===== config.mk =====
export PLATFORM = sky130hd
export DESIGN_NAME = abd_dev_flat
export DESIGN_NICKNAME = d
export VERILOG_FILES = /design/src/abd_pkg.sv /design/src/abd_link_if.sv /design/src/abd_dev.sv /design/src/flat_wrapper.sv
export SDC_FILE = /design/constraint.sdc
export NUM_CORES = 1
export LEC_CHECK = 0
export BUFFER_PORTS_ARGS = -buffer_cell sky130_fd_sc_hd__buf_4
export CORE_ASPECT_RATIO = 1.1
export CORE_MARGIN = 1.5
export CORE_UTILIZATION = 50
export DETAILED_ROUTE_END_ITERATION = 7
export PLACE_DENSITY = 0.75
export SETUP_SLACK_MARGIN = 0.15
export SLEW_MARGIN = 15
export SYNTH_ARGS = -nofsm -noshare
export SYNTH_HDL_FRONTEND = slang
export SYNTH_SLANG_ARGS = --single-unit

===== constraint.sdc =====
create_clock -name SYS_CLK -period 2.9 [get_ports SYS_CLK]
set_input_delay 0.145 -clock SYS_CLK [delete_from_list [all_inputs] [get_ports SYS_CLK]]
set_output_delay 0.145 -clock SYS_CLK [all_outputs]
set_load 0.1 [all_outputs]

===== src/abd_pkg.sv =====
// Package of constants for the auto-baud sync measurement block.
// Assumes one 20 MHz system clock shared by both ends of the serial link.
package abd_pkg;
  // Register byte offsets on the APB.
  localparam logic [7:0] OFF_CTRL = 8'h00;
  localparam logic [7:0] OFF_STAT = 8'h04;
  localparam logic [7:0] OFF_DIV = 8'h08;
  localparam logic [7:0] OFF_RXBUF = 8'h0c;
  localparam logic [7:0] OFF_IRQ = 8'h10;
  localparam logic [7:0] OFF_MASK = 8'h14;
  // Control register fields.
  localparam int BIT_ENABLE = 0;
  localparam int BIT_WIDE = 1;
  localparam int BIT_HIGH = 2;
  localparam int BIT_WAKE = 3;
  localparam int BIT_OVF = 4;
  // Status register fields.
  localparam int BIT_RXFLAG = 0;
  localparam int BIT_IDLE = 1;
  // Interrupt status fields.
  localparam int IRQ_DONE = 0;
  localparam int IRQ_OVF = 1;
  // Measurement clock ratios in system clocks, and the base-to-measure factor.
  localparam logic [9:0] RATIO_SLOW = 10'h200;
  localparam logic [9:0] RATIO_MID = 10'h080;
  localparam logic [9:0] RATIO_FAST = 10'h020;
  localparam int BASE_SHIFT = 3;
  // Reset values.
  localparam logic [15:0] DIV_RESET = 16'h0000;
  localparam logic [31:0] RD_ZERO = 32'h0000_0000;
  // Sync character, break length and frame length of the far transmitter.
  localparam logic [7:0] SYNC_CHAR = 8'h55;
  localparam logic [3:0] BREAK_BITS = 4'hd;
  localparam logic [3:0] FRAME_BITS = 4'ha;
  // Number of rising edges after the first that end the measurement.
  localparam logic [2:0] LAST_EDGE = 3'h4;
endpackage


===== src/abd_link_if.sv =====
// Interface carrying the serial receive line between the two ends.
// Assumes the transmitter drives the line high when idle.
`timescale 1ns/1ps
interface abd_link_if;
  logic rx_line;
  // Device end samples the line.
  modport dev (input rx_line);
  // Remote transmitter drives the line.
  modport xmt (output rx_line);
endinterface


===== src/abd_dev.sv =====
// Auto-baud measurement end: APB registers, divisor generator, sync timing.
// Assumes the receive line is asynchronous and the APB runs on SYS_CLK.
`timescale 1ns/1ps
module abd_dev (
  // Clock and reset.
  input wire logic SYS_CLK,
  input wire logic RST,
  // APB slave.
  input wire logic PSEL,
  input wire logic PENABLE,
  input wire logic PWRITE,
  input wire logic [7:0] PADDR,
  input wire logic [31:0] PWDATA,
  output logic [31:0] PRDATA,
  output logic PREADY,
  output logic PSLVERR,
  // Serial link.
  abd_link_if.dev LINK,
  // Interrupt and baud rate outputs.
  output logic IRQ,
  output logic BAUD_TICK
);
  typedef enum {ST_OFF, ST_BRK_LOW, ST_BRK_HIGH, ST_START, ST_FIRST,
    ST_COUNT} abd_state_t;

  abd_state_t state_q, state_d;
  logic rx_s1_q, rx_s2_q, rx_s3_q, rx_q;
  logic enable_q, wide_q, high_q, wake_q, ovf_q, rxflag_q;
  logic [1:0] irq_q, mask_q;
  logic [15:0] div_q, div_d, baud_cnt_q;
  logic [9:0] pre_q;
  logic [2:0] edges_q;
  logic [31:0] prdata_q;
  logic tick_q;

  // Ratio of the prescaler: measurement clock, or base clock eight times
  // faster when the generator runs normally.
  function automatic logic [9:0] ratio(input logic wide, input logic high,
                                       input logic measure);
    logic [9:0] r;
    r = (wide & high) ? abd_pkg::RATIO_FAST :
        (wide | high) ? abd_pkg::RATIO_MID : abd_pkg::RATIO_SLOW;
    ratio = measure ? r : (r >> abd_pkg::BASE_SHIFT);
  endfunction

  // Bus decode and phases.
  wire setup = PSEL & ~PENABLE;
  wire access = PSEL & PENABLE;
  wire wr = access & PWRITE;
  wire rd = access & ~PWRITE;
  wire hit_ctrl = PADDR == abd_pkg::OFF_CTRL;
  wire hit_stat = PADDR == abd_pkg::OFF_STAT;
  wire hit_div = PADDR == abd_pkg::OFF_DIV;
  wire hit_rxbuf = PADDR == abd_pkg::OFF_RXBUF;
  wire hit_irq = PADDR == abd_pkg::OFF_IRQ;
  wire hit_mask = PADDR == abd_pkg::OFF_MASK;
  wire mapped = hit_ctrl | hit_stat | hit_div | hit_rxbuf | hit_irq | hit_mask;

  // Line edges after the input filter.
  wire rx_rise = (rx_s2_q == rx_s3_q) & rx_s3_q & ~rx_q;
  wire rx_fall = (rx_s2_q == rx_s3_q) & ~rx_s3_q & rx_q;

  // Measurement state and its events.
  wire measuring = state_q != ST_OFF;
  wire counting = state_q == ST_COUNT;
  wire [9:0] pre_lim = ratio(wide_q, high_q, counting) - 10'h001;
  wire pre_tick = pre_q == pre_lim;
  wire count_tick = counting & pre_tick;
  wire wrap = count_tick & (div_q == 16'hffff);
  // The first rise is taken in ST_FIRST, so edges_q holds one less than
  // the rises counted after it when the closing rise arrives.
  wire done = counting & rx_rise & (edges_q == abd_pkg::LAST_EDGE - 3'h1);
  wire start = wr & hit_ctrl & PWDATA[abd_pkg::BIT_ENABLE] & ~measuring;
  wire rx_read = rd & hit_rxbuf;

  // Answers on the bus: no wait states, error on unmapped offsets.
  assign PREADY = 1'b1;
  assign PSLVERR = access & ~mapped;
  assign PRDATA = prdata_q;
  assign IRQ = |(irq_q & mask_q);
  assign BAUD_TICK = tick_q;

  // Read data captured in the setup phase.
  wire [31:0] rd_mux =
    hit_ctrl ? {27'h0, ovf_q, wake_q, high_q, wide_q, enable_q} :
    hit_stat ? {30'h0, ~measuring, rxflag_q} :
    hit_div ? {16'h0, div_q} :
    hit_irq ? {30'h0, irq_q} :
    hit_mask ? {30'h0, mask_q} : abd_pkg::RD_ZERO;

  // Input filter: three flops, accept a level when the last two agree.
  always_ff @(posedge SYS_CLK) begin
    rx_s1_q <= LINK.rx_line;
    rx_s2_q <= rx_s1_q;
    rx_s3_q <= rx_s2_q;
    if (RST) begin
      rx_q <= 1'b1;
    end else if (rx_s2_q == rx_s3_q) begin
      rx_q <= rx_s3_q;
    end
  end

  // Measurement sequencer; the normal generator stays idle meanwhile.
  always_comb begin
    state_d = state_q;
    case (state_q)
      ST_OFF: begin
        if (start) begin
          state_d = PWDATA[abd_pkg::BIT_WAKE] ? ST_BRK_LOW : ST_START;
        end
      end
      ST_BRK_LOW: if (rx_fall) state_d = ST_BRK_HIGH;
      ST_BRK_HIGH: if (rx_rise) state_d = ST_START;
      ST_START: if (rx_fall) state_d = ST_FIRST;
      ST_FIRST: if (rx_rise) state_d = ST_COUNT;
      ST_COUNT: if (done) state_d = ST_OFF;
      default: state_d = ST_OFF;
    endcase
  end

  // Divisor: loaded to one on the first rise, then a 16-bit counter.
  always_comb begin
    div_d = div_q;
    if (state_q == ST_FIRST && rx_rise) begin
      div_d = 16'h0001;
    end else if (count_tick) begin
      div_d = div_q + 16'h0001;
    end else if (wr && hit_div && !measuring) begin
      div_d = PWDATA[15:0];
    end
  end

  // Sequencer, divisor, prescaler and edge count.
  always_ff @(posedge SYS_CLK) begin
    if (RST) begin
      state_q <= ST_OFF;
      div_q <= abd_pkg::DIV_RESET;
      pre_q <= 10'h000;
      edges_q <= 3'h0;
    end else begin
      state_q <= state_d;
      div_q <= div_d;
      pre_q <= (pre_tick || (state_q == ST_FIRST && rx_rise)) ?
        10'h000 : pre_q + 10'h001;
      if (state_q == ST_FIRST) begin
        edges_q <= 3'h0;
      end else if (counting && rx_rise) begin
        edges_q <= edges_q + 3'h1;
      end
    end
  end

  // Normal generator: one tick every divisor plus one base clocks.
  always_ff @(posedge SYS_CLK) begin
    if (RST) begin
      baud_cnt_q <= 16'h0000;
      tick_q <= 1'b0;
    end else begin
      tick_q <= 1'b0;
      if (measuring) begin
        baud_cnt_q <= 16'h0000;
      end else if (pre_tick) begin
        tick_q <= baud_cnt_q == div_q;
        baud_cnt_q <= (baud_cnt_q == div_q) ? 16'h0000 :
          baud_cnt_q + 16'h0001;
      end
    end
  end

  // Control bits; hardware clears enable at the end, hardware set wins.
  always_ff @(posedge SYS_CLK) begin
    if (RST) begin
      enable_q <= 1'b0;
      wide_q <= 1'b0;
      high_q <= 1'b0;
      wake_q <= 1'b0;
      ovf_q <= 1'b0;
    end else begin
      if (wr && hit_ctrl) begin
        wide_q <= PWDATA[abd_pkg::BIT_WIDE];
        high_q <= PWDATA[abd_pkg::BIT_HIGH];
        wake_q <= PWDATA[abd_pkg::BIT_WAKE];
        if (!PWDATA[abd_pkg::BIT_OVF]) begin
          ovf_q <= 1'b0;
        end
      end
      if (start) begin
        enable_q <= 1'b1;
      end else if (done) begin
        enable_q <= 1'b0;
      end
      if (wrap) begin
        ovf_q <= 1'b1;
      end
    end
  end

  // Receive flag: set at the end or on overflow, cleared by a buffer read.
  always_ff @(posedge SYS_CLK) begin
    if (RST) begin
      rxflag_q <= 1'b0;
    end else if (done || wrap) begin
      rxflag_q <= 1'b1;
    end else if (rx_read) begin
      rxflag_q <= 1'b0;
    end
  end

  // Sticky interrupt status cleared by its read, mask, and read data.
  always_ff @(posedge SYS_CLK) begin
    if (RST) begin
      irq_q <= 2'b00;
      mask_q <= 2'b00;
      prdata_q <= abd_pkg::RD_ZERO;
    end else begin
      irq_q <= ((rd && hit_irq) ? 2'b00 : irq_q) | {wrap, done};
      if (wr && hit_mask) begin
        mask_q <= PWDATA[1:0];
      end
      if (setup) begin
        prdata_q <= rd_mux;
      end
    end
  end
endmodule


===== src/flat_wrapper.sv =====
// flat-port wrapper written by rule: the top's interface ports become plain ports
module abd_dev_flat 
  (SYS_CLK, RST, PSEL, PENABLE, PWRITE, PADDR, PWDATA, PRDATA, PREADY, PSLVERR, IRQ, BAUD_TICK, LINK_rx_line);
  abd_link_if LINK_i ();
  input wire logic SYS_CLK;
  input wire logic RST;
  input wire logic PSEL;
  input wire logic PENABLE;
  input wire logic PWRITE;
  input wire logic [7:0] PADDR;
  input wire logic [31:0] PWDATA;
  output logic [31:0] PRDATA;
  output logic PREADY;
  output logic PSLVERR;
  output logic IRQ;
  output logic BAUD_TICK;
  input wire logic [$bits(LINK_i.rx_line)-1:0] LINK_rx_line;
  assign LINK_i.rx_line = LINK_rx_line;
  abd_dev u_core (.SYS_CLK(SYS_CLK), .RST(RST), .PSEL(PSEL), .PENABLE(PENABLE), .PWRITE(PWRITE), .PADDR(PADDR), .PWDATA(PWDATA), .PRDATA(PRDATA), .PREADY(PREADY), .PSLVERR(PSLVERR), .LINK(LINK_i), .IRQ(IRQ), .BAUD_TICK(BAUD_TICK));
endmodule

After elaboration in Yosys (flattened, before gate mapping)
Cells that the tools add are included. W data, S select, Z words.

Word-level logic and storage cells: 136. Memories: 0. Register bits: 124. Bits in latches: 0. Memory bits (writable): 0. Bits in read-only memories: 0. Bits of input ports: 46. Output and inout port bits: 36.

Bitwise logic cells: 33. Reductions and logical operators: 26. Equality and inequality tests: 24. $mul: 0. Shift-type cells: 0. Divide/modulo/power cells: 0. Magnitude comparators: 0. Add/subtract/negate cells: 5. Mux-type cells: 28.

Operators by type and width (count): $mux W32 (10); $pmux W32 S6 (1); $eq A32 B2 Y1 const B (2); $eq A32 B3 Y1 const B (2); $eq A32 B4 Y1 const B (2); $mux W16 (3); $add A16 B1 Y16 const B (2); $eq A32 B1 Y1 const B (1); $logic_not A32 Y1 (1); $reduce_bool A32 Y1 (1); $mux W10 (3); $and A1 B1 Y1 (18); $eq A16 B16 Y1 (1); $eq A16 B16 Y1 const B (1); $eq A8 B4 Y1 const B (2); $eq A8 B5 Y1 const B (2); $ne A2 B1 Y1 const B (7); $add A10 B1 Y10 const B (1); $eq A10 B10 Y1 (1); $reduce_or A2 Y1 (5); $sub A10 B1 Y10 const B (1); $eq A8 B3 Y1 const B (1); $logic_not A8 Y1 (1); $mux W1 (8); other kinds (16) (39).

Depth between registers and ports, before layout
Gate-level depths: netlist of run 1.

Depth after elaboration: 10. Depth in mapped cells: 13. Mapped depth without buffers: 10.

Worst setup path after synthesis of run 1
OpenSTA, ideal clock, no wires.

Kind: register to register. Start: register u_core.state_q[1]. End: register u_core.baud_cnt_q[4]. Required time: 2.829 ns. Period minus slack after synthesis: 3.122 ns. Slack: -0.222 ns. Arrival: 3.051 ns. Library setup time: 0.071 ns. Stages on the path, launching flop included: 12. Cells stage by stage: dfxtp_1 > nand3b_4 > clkbuf_1 > nand2_1 > ha_1 > xor2_1 > or3b_1 > a32oi_1 > or4b_4 > buf_6 > or4_1 > a21oi_1.

Longest elaborated chain between the ends: 4.

RTL lines: start, declared (RTL line abd_dev.sv:26) `abd_state_t state_q, state_d;`; start signal, assigned (RTL line abd_dev.sv:141) `state_q <= state_d;`; $eq A32 B4 Y1 (RTL line abd_dev.sv:65) `wire counting = state_q == ST_COUNT;`; $mux W10 (RTL line abd_dev.sv:43) `ratio = measure ? r : (r >> abd_pkg::BASE_SHIFT);`; $sub A10 B1 Y10 (RTL line abd_dev.sv:66) `wire [9:0] pre_lim = ratio(wide_q, high_q, counting) - 10'h001;`; $eq A10 B10 Y1 (RTL line abd_dev.sv:67) `wire pre_tick = pre_q == pre_lim;`; end signal, assigned (RTL line abd_dev.sv:164) `baud_cnt_q <= (baud_cnt_q == div_q) ? 16'h0000 :`; end, declared (RTL line abd_dev.sv:30) `logic [15:0] div_q, div_d, baud_cnt_q;`.

Parallel ways exist; a longest one is shown, timed or not. A chain may end at the register's enable or synchronous reset.

Worst setup path after layout of run 1
Start: register u_core.wide_q. End: register u_core.baud_cnt_q[10].

Longest elaborated chain between the ends: 6.

RTL lines: start, declared (RTL line abd_dev.sv:28) `logic enable_q, wide_q, high_q, wake_q, ovf_q, rxflag_q;`; start signal, assigned (RTL line abd_dev.sv:180) `wide_q <= PWDATA[abd_pkg::BIT_WIDE];`; $or A1 B1 Y1 (RTL line abd_dev.sv:42) `(wide | high) ? abd_pkg::RATIO_MID : abd_pkg::RATIO_SLOW;`; $mux W10 (RTL line abd_dev.sv:42); $mux W10 (*) (RTL line abd_dev.sv:41) `r = (wide & high) ? abd_pkg::RATIO_FAST :`; $mux W10 (*) (RTL line abd_dev.sv:43); $sub A10 B1 Y10 (*) (RTL line abd_dev.sv:66); $eq A10 B10 Y1 (*) (RTL line abd_dev.sv:67).

Mark *: on every way between the ends. The rest lies on a longest branch, timed or not.

==> results of run 1 <==
## flip-flops by register name, summed over array words and instances, names as in the netlist
name	cells
u_core.irq_q	2
u_core.wide_q	1
u_core.rx_s3_q	1
u_core.rx_s1_q	1
u_core.wake_q	1
u_core.rx_q	1
u_core.div_q	16
u_core.baud_cnt_q	16
u_core.PRDATA	16
u_core.rxflag_q	1
u_core.ovf_q	1
u_core.mask_q	2
u_core.BAUD_TICK	1
u_core.state_q	3
u_core.pre_q	10
u_core.edges_q	3
u_core.enable_q	1
u_core.high_q	1
u_core.rx_s2_q	1
## report_power, final
part	switching, mW	internal, mW
Clock	0.418	0.574
Combinational	0.164	0.0513
Sequential	0.00718	1.09
Total	0.590	1.72
## kinds of logic after synthesis
logic type               after synthesis
AND/OR/NAND/NOR                      248
AO/OA/AOI/OAI                        118
flip-flops                            79
buffers and inverters                 65
XOR/XNOR                              32
adder cells (fa/ha/maj)               10
multiplexers                          10
other                                  2
## area by class of cell
cell class | instances | area (sq um)
clock buffers | 11 | 131
repair buffers | 77 | 607
fillers | 783 | 3300
multi-input cells | 437 | 2960
well taps | 114 | 143
clock inverters | 5 | 106
inverters | 12 | 45.0
flip-flops and latches | 79 | 1590
## repair_timing
item / 4_1_cts / 5_1_grt
endpoints found under the setup margin: 40 / 45
buffers inserted: 5 / 0
cloned: 2 / 0
hold endpoints to repair: 1 / 0
hold buffers: 1 / 0
resized for setup: 21 / 20
pin swaps: 9 / 19
## worst min-delay path, cell delays in order
cell and delay, ns:
buf_4 0.08, nand3_1 0.05, nand3_1 0.07
## worst max path at each step
stage                                  from                     to  cells past startpoint
after floorplan           u_core.state_q[1]   u_core.baud_cnt_q[4]                     11
after global placement        u_core.wide_q        u_core.rxflag_q                     10
after detailed placement      u_core.high_q        u_core.div_q[9]                     11
after CTS                     u_core.wide_q        u_core.rxflag_q                     10
after global routing          u_core.high_q        u_core.rxflag_q                     11
final                         u_core.wide_q  u_core.baud_cnt_q[10]                     12
## synth_stat cells (9+ instances only)
cell       number
and3_1         13
o211ai_1        9
dfxtp_1        79
o21ai_0        16
o2111ai_1      15
nor2_1         51
or4_1          14
ha_1           10
xor2_1         28
nand3_1        34
a22oi_1        17
nor3_1         17
nand4_1        12
buf_4          17
nand2_1        43
a21oi_1        27
or3_1          16
clkbuf_1       28
inv_1          12
## routing by layer
layer	part of all wire	up-vias	GRT usage
met5	0	-	0
met4	0.016	0	0.103
met3	0.051	23	0.0387
met2	0.50	153	0.423
met1	0.43	2110	0.317
li1	-	2156	-
==> results.md, run 1 <==
- Status: finished with violations
- Failing checks: negative setup slack
- Max-Cap Viols: 0
- Synth-to-layout area growth: 22.1%
- Detail Route Antenna Nets: 0
- Synth area leaders: dfxtp_1, xor2_1, nor2_1, nand3_1, nand2_1
- Fmax: 0.336 GHz
- Post-synth top area share: 0.346
- Max Slew Vio Count: 0
- Post-synth top area cell: dfxtp_1
- Port bufs: 48
- GPL Wtd Cong: 0.856
- CTS tree: done
- Final setup viols: 6
- CP Launch Type: flop
- DP Cell Count: 711
- Pwr Total: 2.31 mW
- Die width: 94.1 um
- Ys flop type: dfxtp_1
- Hold WS: 0.0145 ns
- Antenna cells: 0
- Synthesized area per cell: 8.10 sq um
- Clock latency on the worst-skew pair: 0.36 ns
- Setup Skew: 0.0119 ns
- Min Tclk post-route: 2.98 ns
- Mux contribution to synthesized area: 0.0225
- Starting Density: 0.515
- Core region area: 0.00887 sq mm
- Routed len/inst: 16.3 um
- PwrDens: 414 mW/mm^2
- Reg2reg start: u_core.wide_q
- Total gr overflow: 0
- Worst path top cell family by delay: simple AND/OR/NAND/NOR gates
- Worst slew pin tran: 0.858 ns
- Most frequent cells in the layout: dfxtp_1, buf_4, nor2_1, nand2_1, nand3_1
- Detailed-placement wirelength estimate: 8.29 mm
- Tot GR Track Use: 0.249
- CTS Sinks: 79
- Syn Inst Count: 564
- Share of layout cells above drive strength 1: 0.221
- HP Start: PWDATA[11]
- Root Buffer: clkbuf_8
- R2r endpoint: u_core.baud_cnt_q[10]
- XOR/XNOR share of the synthesized area: 0.0614
- Hold Fails Final Rpt: 0
- Fin nets: 672
- WHS Endpoint: u_core.div_q[11]
- Layout Utilization: 0.628
- CP arrival: 3.26 ns
- P_leak: 2.21 nW
- Register area share after synthesis: 0.346
- Critical-path top delay cell: or4b_4
- Global-route wire length before repair: 19.3 mm
- Finished Layout Cells: 735
- Most common cell after layout, fill and taps aside: dfxtp_1
- Critical-path maximum fanout: 6
- CP Cell Sequence: inv_2 > ha_4 > nand2_4 > ha_4 > xor2_2 > buf_4 > nand4bb_4 > a32oi_2 > buf_4 > or4b_4 > or4_1 > a21oi_1
- Synthesized cell area: 0.00457 sq mm
- Asr flop ratio synth: 0
- Level count of the clock H-tree: 3
- Adder-cell share of the synthesized area: 0.0274
- I/O pin cnt: 82
- Pre-CTS WS: -0.0929 ns
- Post-synth cell types: 61
- Row cnt: 36
- Die height: 103 um
- Worst-path clk slew: 0.09 ns
- Drt pass-1 iters: 5
- DRT iter0 DRCs: 256
- Hold crit path type: in -> reg
- DR DRC count: 0
- Clock Tree Buf Depth: 2
- Drt via density: 6.04
- Final period utilization: 1.03
- Worst r2r path cells: 12
- Placed cell area: 0.00507 sq mm
- CP required: 3.19 ns
- Worst R2R Setup Slack: -0.08 ns
- Largest net degree at the start of global routing: 35
- DIE AREA: 0.00972 sq mm
- Yosys Warn Count: 0
- RSZ-0062 raised after global routing: true
- EDFF count, synth: 0
- Total CTS buffers: 9
- CP Class: reg -> reg
- Routed via count: 4442
- Worst Setup End Kind: flop
- Vias in the first global route: 4068
- Maximum VDD drop: 0.000234 V
- Largest family of logic cells by synthesized area: simple AND/OR/NAND/NOR gates
- Max_slew headroom: 0.420
- Max incr delay on CP: 0.53 ns
- Worst hold path depth: 3
- Antenna violations before repair: 0
- Worst path bufs/invs: 3
- Final WS setup: -0.0795 ns
- Synth Area in Compound Gates: 0.177
- Simple-Gate Fraction of Synth Area: 0.294
- FF+latch count, synth: 79
- Final Cell Area: 0.00557 sq mm
- Setup tns final: -0.287 ns
- Routed WL: 12.0 mm
(Power assumes the default switching activity.)
==> run 2, diff against run 1 <==
--- a/config.mk
+++ b/config.mk
@@ -5,12 +5,13 @@
 export SDC_FILE = /design/constraint.sdc
 export NUM_CORES = 1
 export LEC_CHECK = 0
+export ABC_AREA = 1
 export BUFFER_PORTS_ARGS = -buffer_cell sky130_fd_sc_hd__buf_4
 export CORE_ASPECT_RATIO = 1.1
 export CORE_MARGIN = 1.5
-export CORE_UTILIZATION = 50
+export CORE_UTILIZATION = 39
 export DETAILED_ROUTE_END_ITERATION = 7
-export PLACE_DENSITY = 0.75
+export PLACE_DENSITY = 0.6
 export SETUP_SLACK_MARGIN = 0.15
 export SLEW_MARGIN = 15
 export SYNTH_ARGS = -nofsm -noshare
==> run 2 against run 1 <==
- the run ends with design-rule violations left
- die area grew 31%
- maximum frequency up 21%
- sequential power grew 4%
- cell count increased by 23%
- final area fell by 0.94%
- non-clock buffer count fell by 14
- clock power up 21%
- critical path type unchanged
==> results.md, run 2 <==
- Largest family of logic cells by synthesized area: simple AND/OR/NAND/NOR gates
- Antenna cells: 0
- Failing checks: design-rule violations
- Clock power frac: 0.434
- Final period utilization: 0.850
- Max-Cap Viols: 0
- EDFF count, synth: 0
- Min Tclk post-route: 2.46 ns
- Fin nets: 803
- Register area share after synthesis: 0.337
- DRT iter0 DRCs: 306
- Ys flop type: dfxtp_1
- CTS tree: done
- FF+latch count, synth: 79
- Sequential Power Share: 0.410
- PwrDens: 502 mW/mm^2
- P_sw: 0.788 mW
- Port bufs: 48
- Critical-path top delay cell: dfxtp_1
- Share of layout cells above drive strength 1: 0.126
- Synth area leaders: dfxtp_1, nand2_1, nand3_1, a21oi_1, inv_1
- CP required: 3.16 ns
- Hold Fails Final Rpt: 0
- Post-synth top area cell: dfxtp_1
- Final Cell Area: 0.00552 sq mm
- Total gr overflow: 0
- Setup Skew: 0.00646 ns
- RSZ-0062 raised after global routing: false
- Setup tns final: 0 ns
- Hold crit path type: in -> reg
- Drt pass-1 iters: 8
- Syn Inst Count: 701
- Starting Density: 0.405
- Adder-cell share of the synthesized area: 0.0267
- Core region area: 0.0116 sq mm
- XOR/XNOR share of the synthesized area: 0.0728
- Internal power: 1.98 mW
- Max_slew headroom: 0.591
- DIE AREA: 0.0127 sq mm
- Pwr Total: 2.77 mW
- Total CTS buffers: 9
- Critical-path maximum fanout: 13
- Synthesized area per cell: 6.69 sq um
- Asr flop ratio synth: 0
- Most frequent cell after synthesis: nand2_1
- Mux contribution to synthesized area: 0
- Worst Setup End Kind: flop
- Maximum VDD drop: 0.000285 V
- Final WS setup: 0.436 ns
- Worst-path clk slew: 0.06 ns
- I/O pin cnt: 82
- Post-synth top area share: 0.337
- Status: finished with violations
- Top cells by count, synth: nand2_1, inv_1, dfxtp_1
- Synth Area in Compound Gates: 0.116
- Drt via density: 5.02
- Tot GR Track Use: 0.194
- Synth-to-layout area growth: 17.7%
- Global-route wire length before repair: 19.8 mm
- Simple-Gate Fraction of Synth Area: 0.320
- Routed WL: 11.8 mm
- Die width: 108 um
- Synthesized cell area: 0.00469 sq mm
- Root Buffer: clkbuf_16
- Worst path bufs/invs: 3
- Row cnt: 41
- Fmax: 0.406 GHz
- Yosys Warn Count: 0
- CP arrival: 2.72 ns
- Pre-CTS WS: 0.268 ns
- Worst path top cell family by delay: simple AND/OR/NAND/NOR gates
- Detailed-placement wirelength estimate: 8.95 mm
- Antenna violations before repair: 0
- CP Cell Sequence: inv_1 > ha_4 > nand2_1 > ha_1 > nand2_1 > nand2_1 > nor2_1 > nand2_1 > a21oi_1 > nand2_1 > nor2_4 > nand2_8 > inv_2 > buf_4 > nor2_1 > nor3_1
- Net Sw Frac: 0.284
- DR DRC count: 1
- Most common cell after layout, fill and taps aside: nand2_1
- Vias in the first global route: 4226
- Die height: 118 um
- Post-synth cell types: 35
- Detail Route Antenna Nets: 0
- CP Launch Type: flop
- Max Slew Vio Count: 0
- Clock Tree Buf Depth: 2
- Combinational Power Share: 0.156
- CP Class: reg -> reg
- Hold WS: 0.0926 ns
- Routed via count: 4525
- Placed cell area: 0.00513 sq mm
- Most frequent cells in the layout: nand2_1, inv_1, dfxtp_1, nand3_1, nor2_1
- Max incr delay on CP: 0.36 ns
- GPL Wtd Cong: 0.862
- P_leak: 2.37 nW
- Final setup viols: 0
- Crit path top cell by count: nand2_1
- CTS Sinks: 79
- Largest net degree at the start of global routing: 32
- Level count of the clock H-tree: 3
- Clock latency on the worst-skew pair: 0.34 ns
- Routed len/inst: 13.1 um
- Worst slew pin tran: 0.611 ns
run 2: cell count changes in the layout (fill, tap and decap cells not counted), sizes merged, moves of 8 or more:
cell     previous run  this run
and2                9         1
a21oi              27        61
inv                12        86
nor2               51        66
or4                15         0
o21ai              17        36
or3                16         0
nand2              44       150
buf                76        62
mux2i               8         0
o2111ai            15         0
nand3              34        74
a22oi              17         0
and3               13         0
run 2: logic make-up (layout without fill, tap and decap cells):
kind of cell	Yosys count	count (layout)
AOI/OAI and AO/OA	105	105
xor gates and xnor gates	39	39
adders and majority gates	10	10
buffers and inverters	130	165
DFF	79	79
other	2	17
and+or+nand+nor	336	336
run 2: worst reg2reg max path, stage by stage, from the launching register on:
cell     delay [ns]
dfxtp_1        0.36
inv_1          0.09
ha_4           0.30
nand2_1        0.06
ha_1           0.29
nand2_1        0.07
nand2_1        0.04
nor2_1         0.08
nand2_1        0.05
a21oi_1        0.11
nand2_1        0.10
nor2_4         0.22
nand2_8        0.13
inv_2          0.09
buf_4          0.17
nor2_1         0.05
nor3_1         0.17
run 2: layout make-up:
| class | count | area [sq um] |
|---|---|---|
| Timing Repair Buffer | 63 | 500 |
| Inverter | 87 | 327 |
| Tap cell | 150 | 188 |
| Clock inverter | 2 | 37.5 |
| Clock buffer | 13 | 280 |
| Sequential cell | 79 | 1580 |
| Fill cell | 1229 | 6070 |
| Multi-Input combinational cell | 507 | 2610 |
run 2: final timing paths:
path / startpoint / endpoint / slack (ns) / cells after the start
max reg2reg: u_core.wide_q / u_core.baud_cnt_q[1] / 0.44 / 16
min reg2reg: u_core.rx_s1_q / u_core.rx_s2_q / 0.33 / 0
max: u_core.wide_q / u_core.baud_cnt_q[1] / 0.44 / 16
min: PWDATA[3] / u_core.wake_q / 0.09 / 3
run 2: timing repair:
item | CTS | global route
endpoints found under the setup margin | 0 | 25
resized for setup | 0 | 5
hold buffers | 1 | 0
endpoints found under the hold margin | 1 | 0
setup buffers | 0 | 3
run 2: metal layers:
| metal | part of all wire | global-route usage |
|---|---|---|
| met1 | 0.44 | 0.238 |
| met2 | 0.51 | 0.342 |
| met3 | 0.034 | 0.0271 |
| met4 | 0.016 | 0.0699 |
| met5 | 0 | 0 |
run 2: power groups by stage:
stage	Combinational (mW)	Clock, mW	Sequential, mW
after floorplan	0.335	0	1.16
after global placement	0.424	0	1.16
after detailed placement	0.431	0	1.16
after CTS	0.432	1.22	1.13
after global routing	0.475	1.27	1.14
final	0.433	1.20	1.14
run 2: through the flow:
step | instances | util
3_3_place_gp | 882 | 0.443
5_1_grt | 901 | 0.476
6_report | 901 | 0.476
3_5_place_dp | 882 | 0.443
4_1_cts | 898 | 0.471
2_1_floorplan | 716 | -
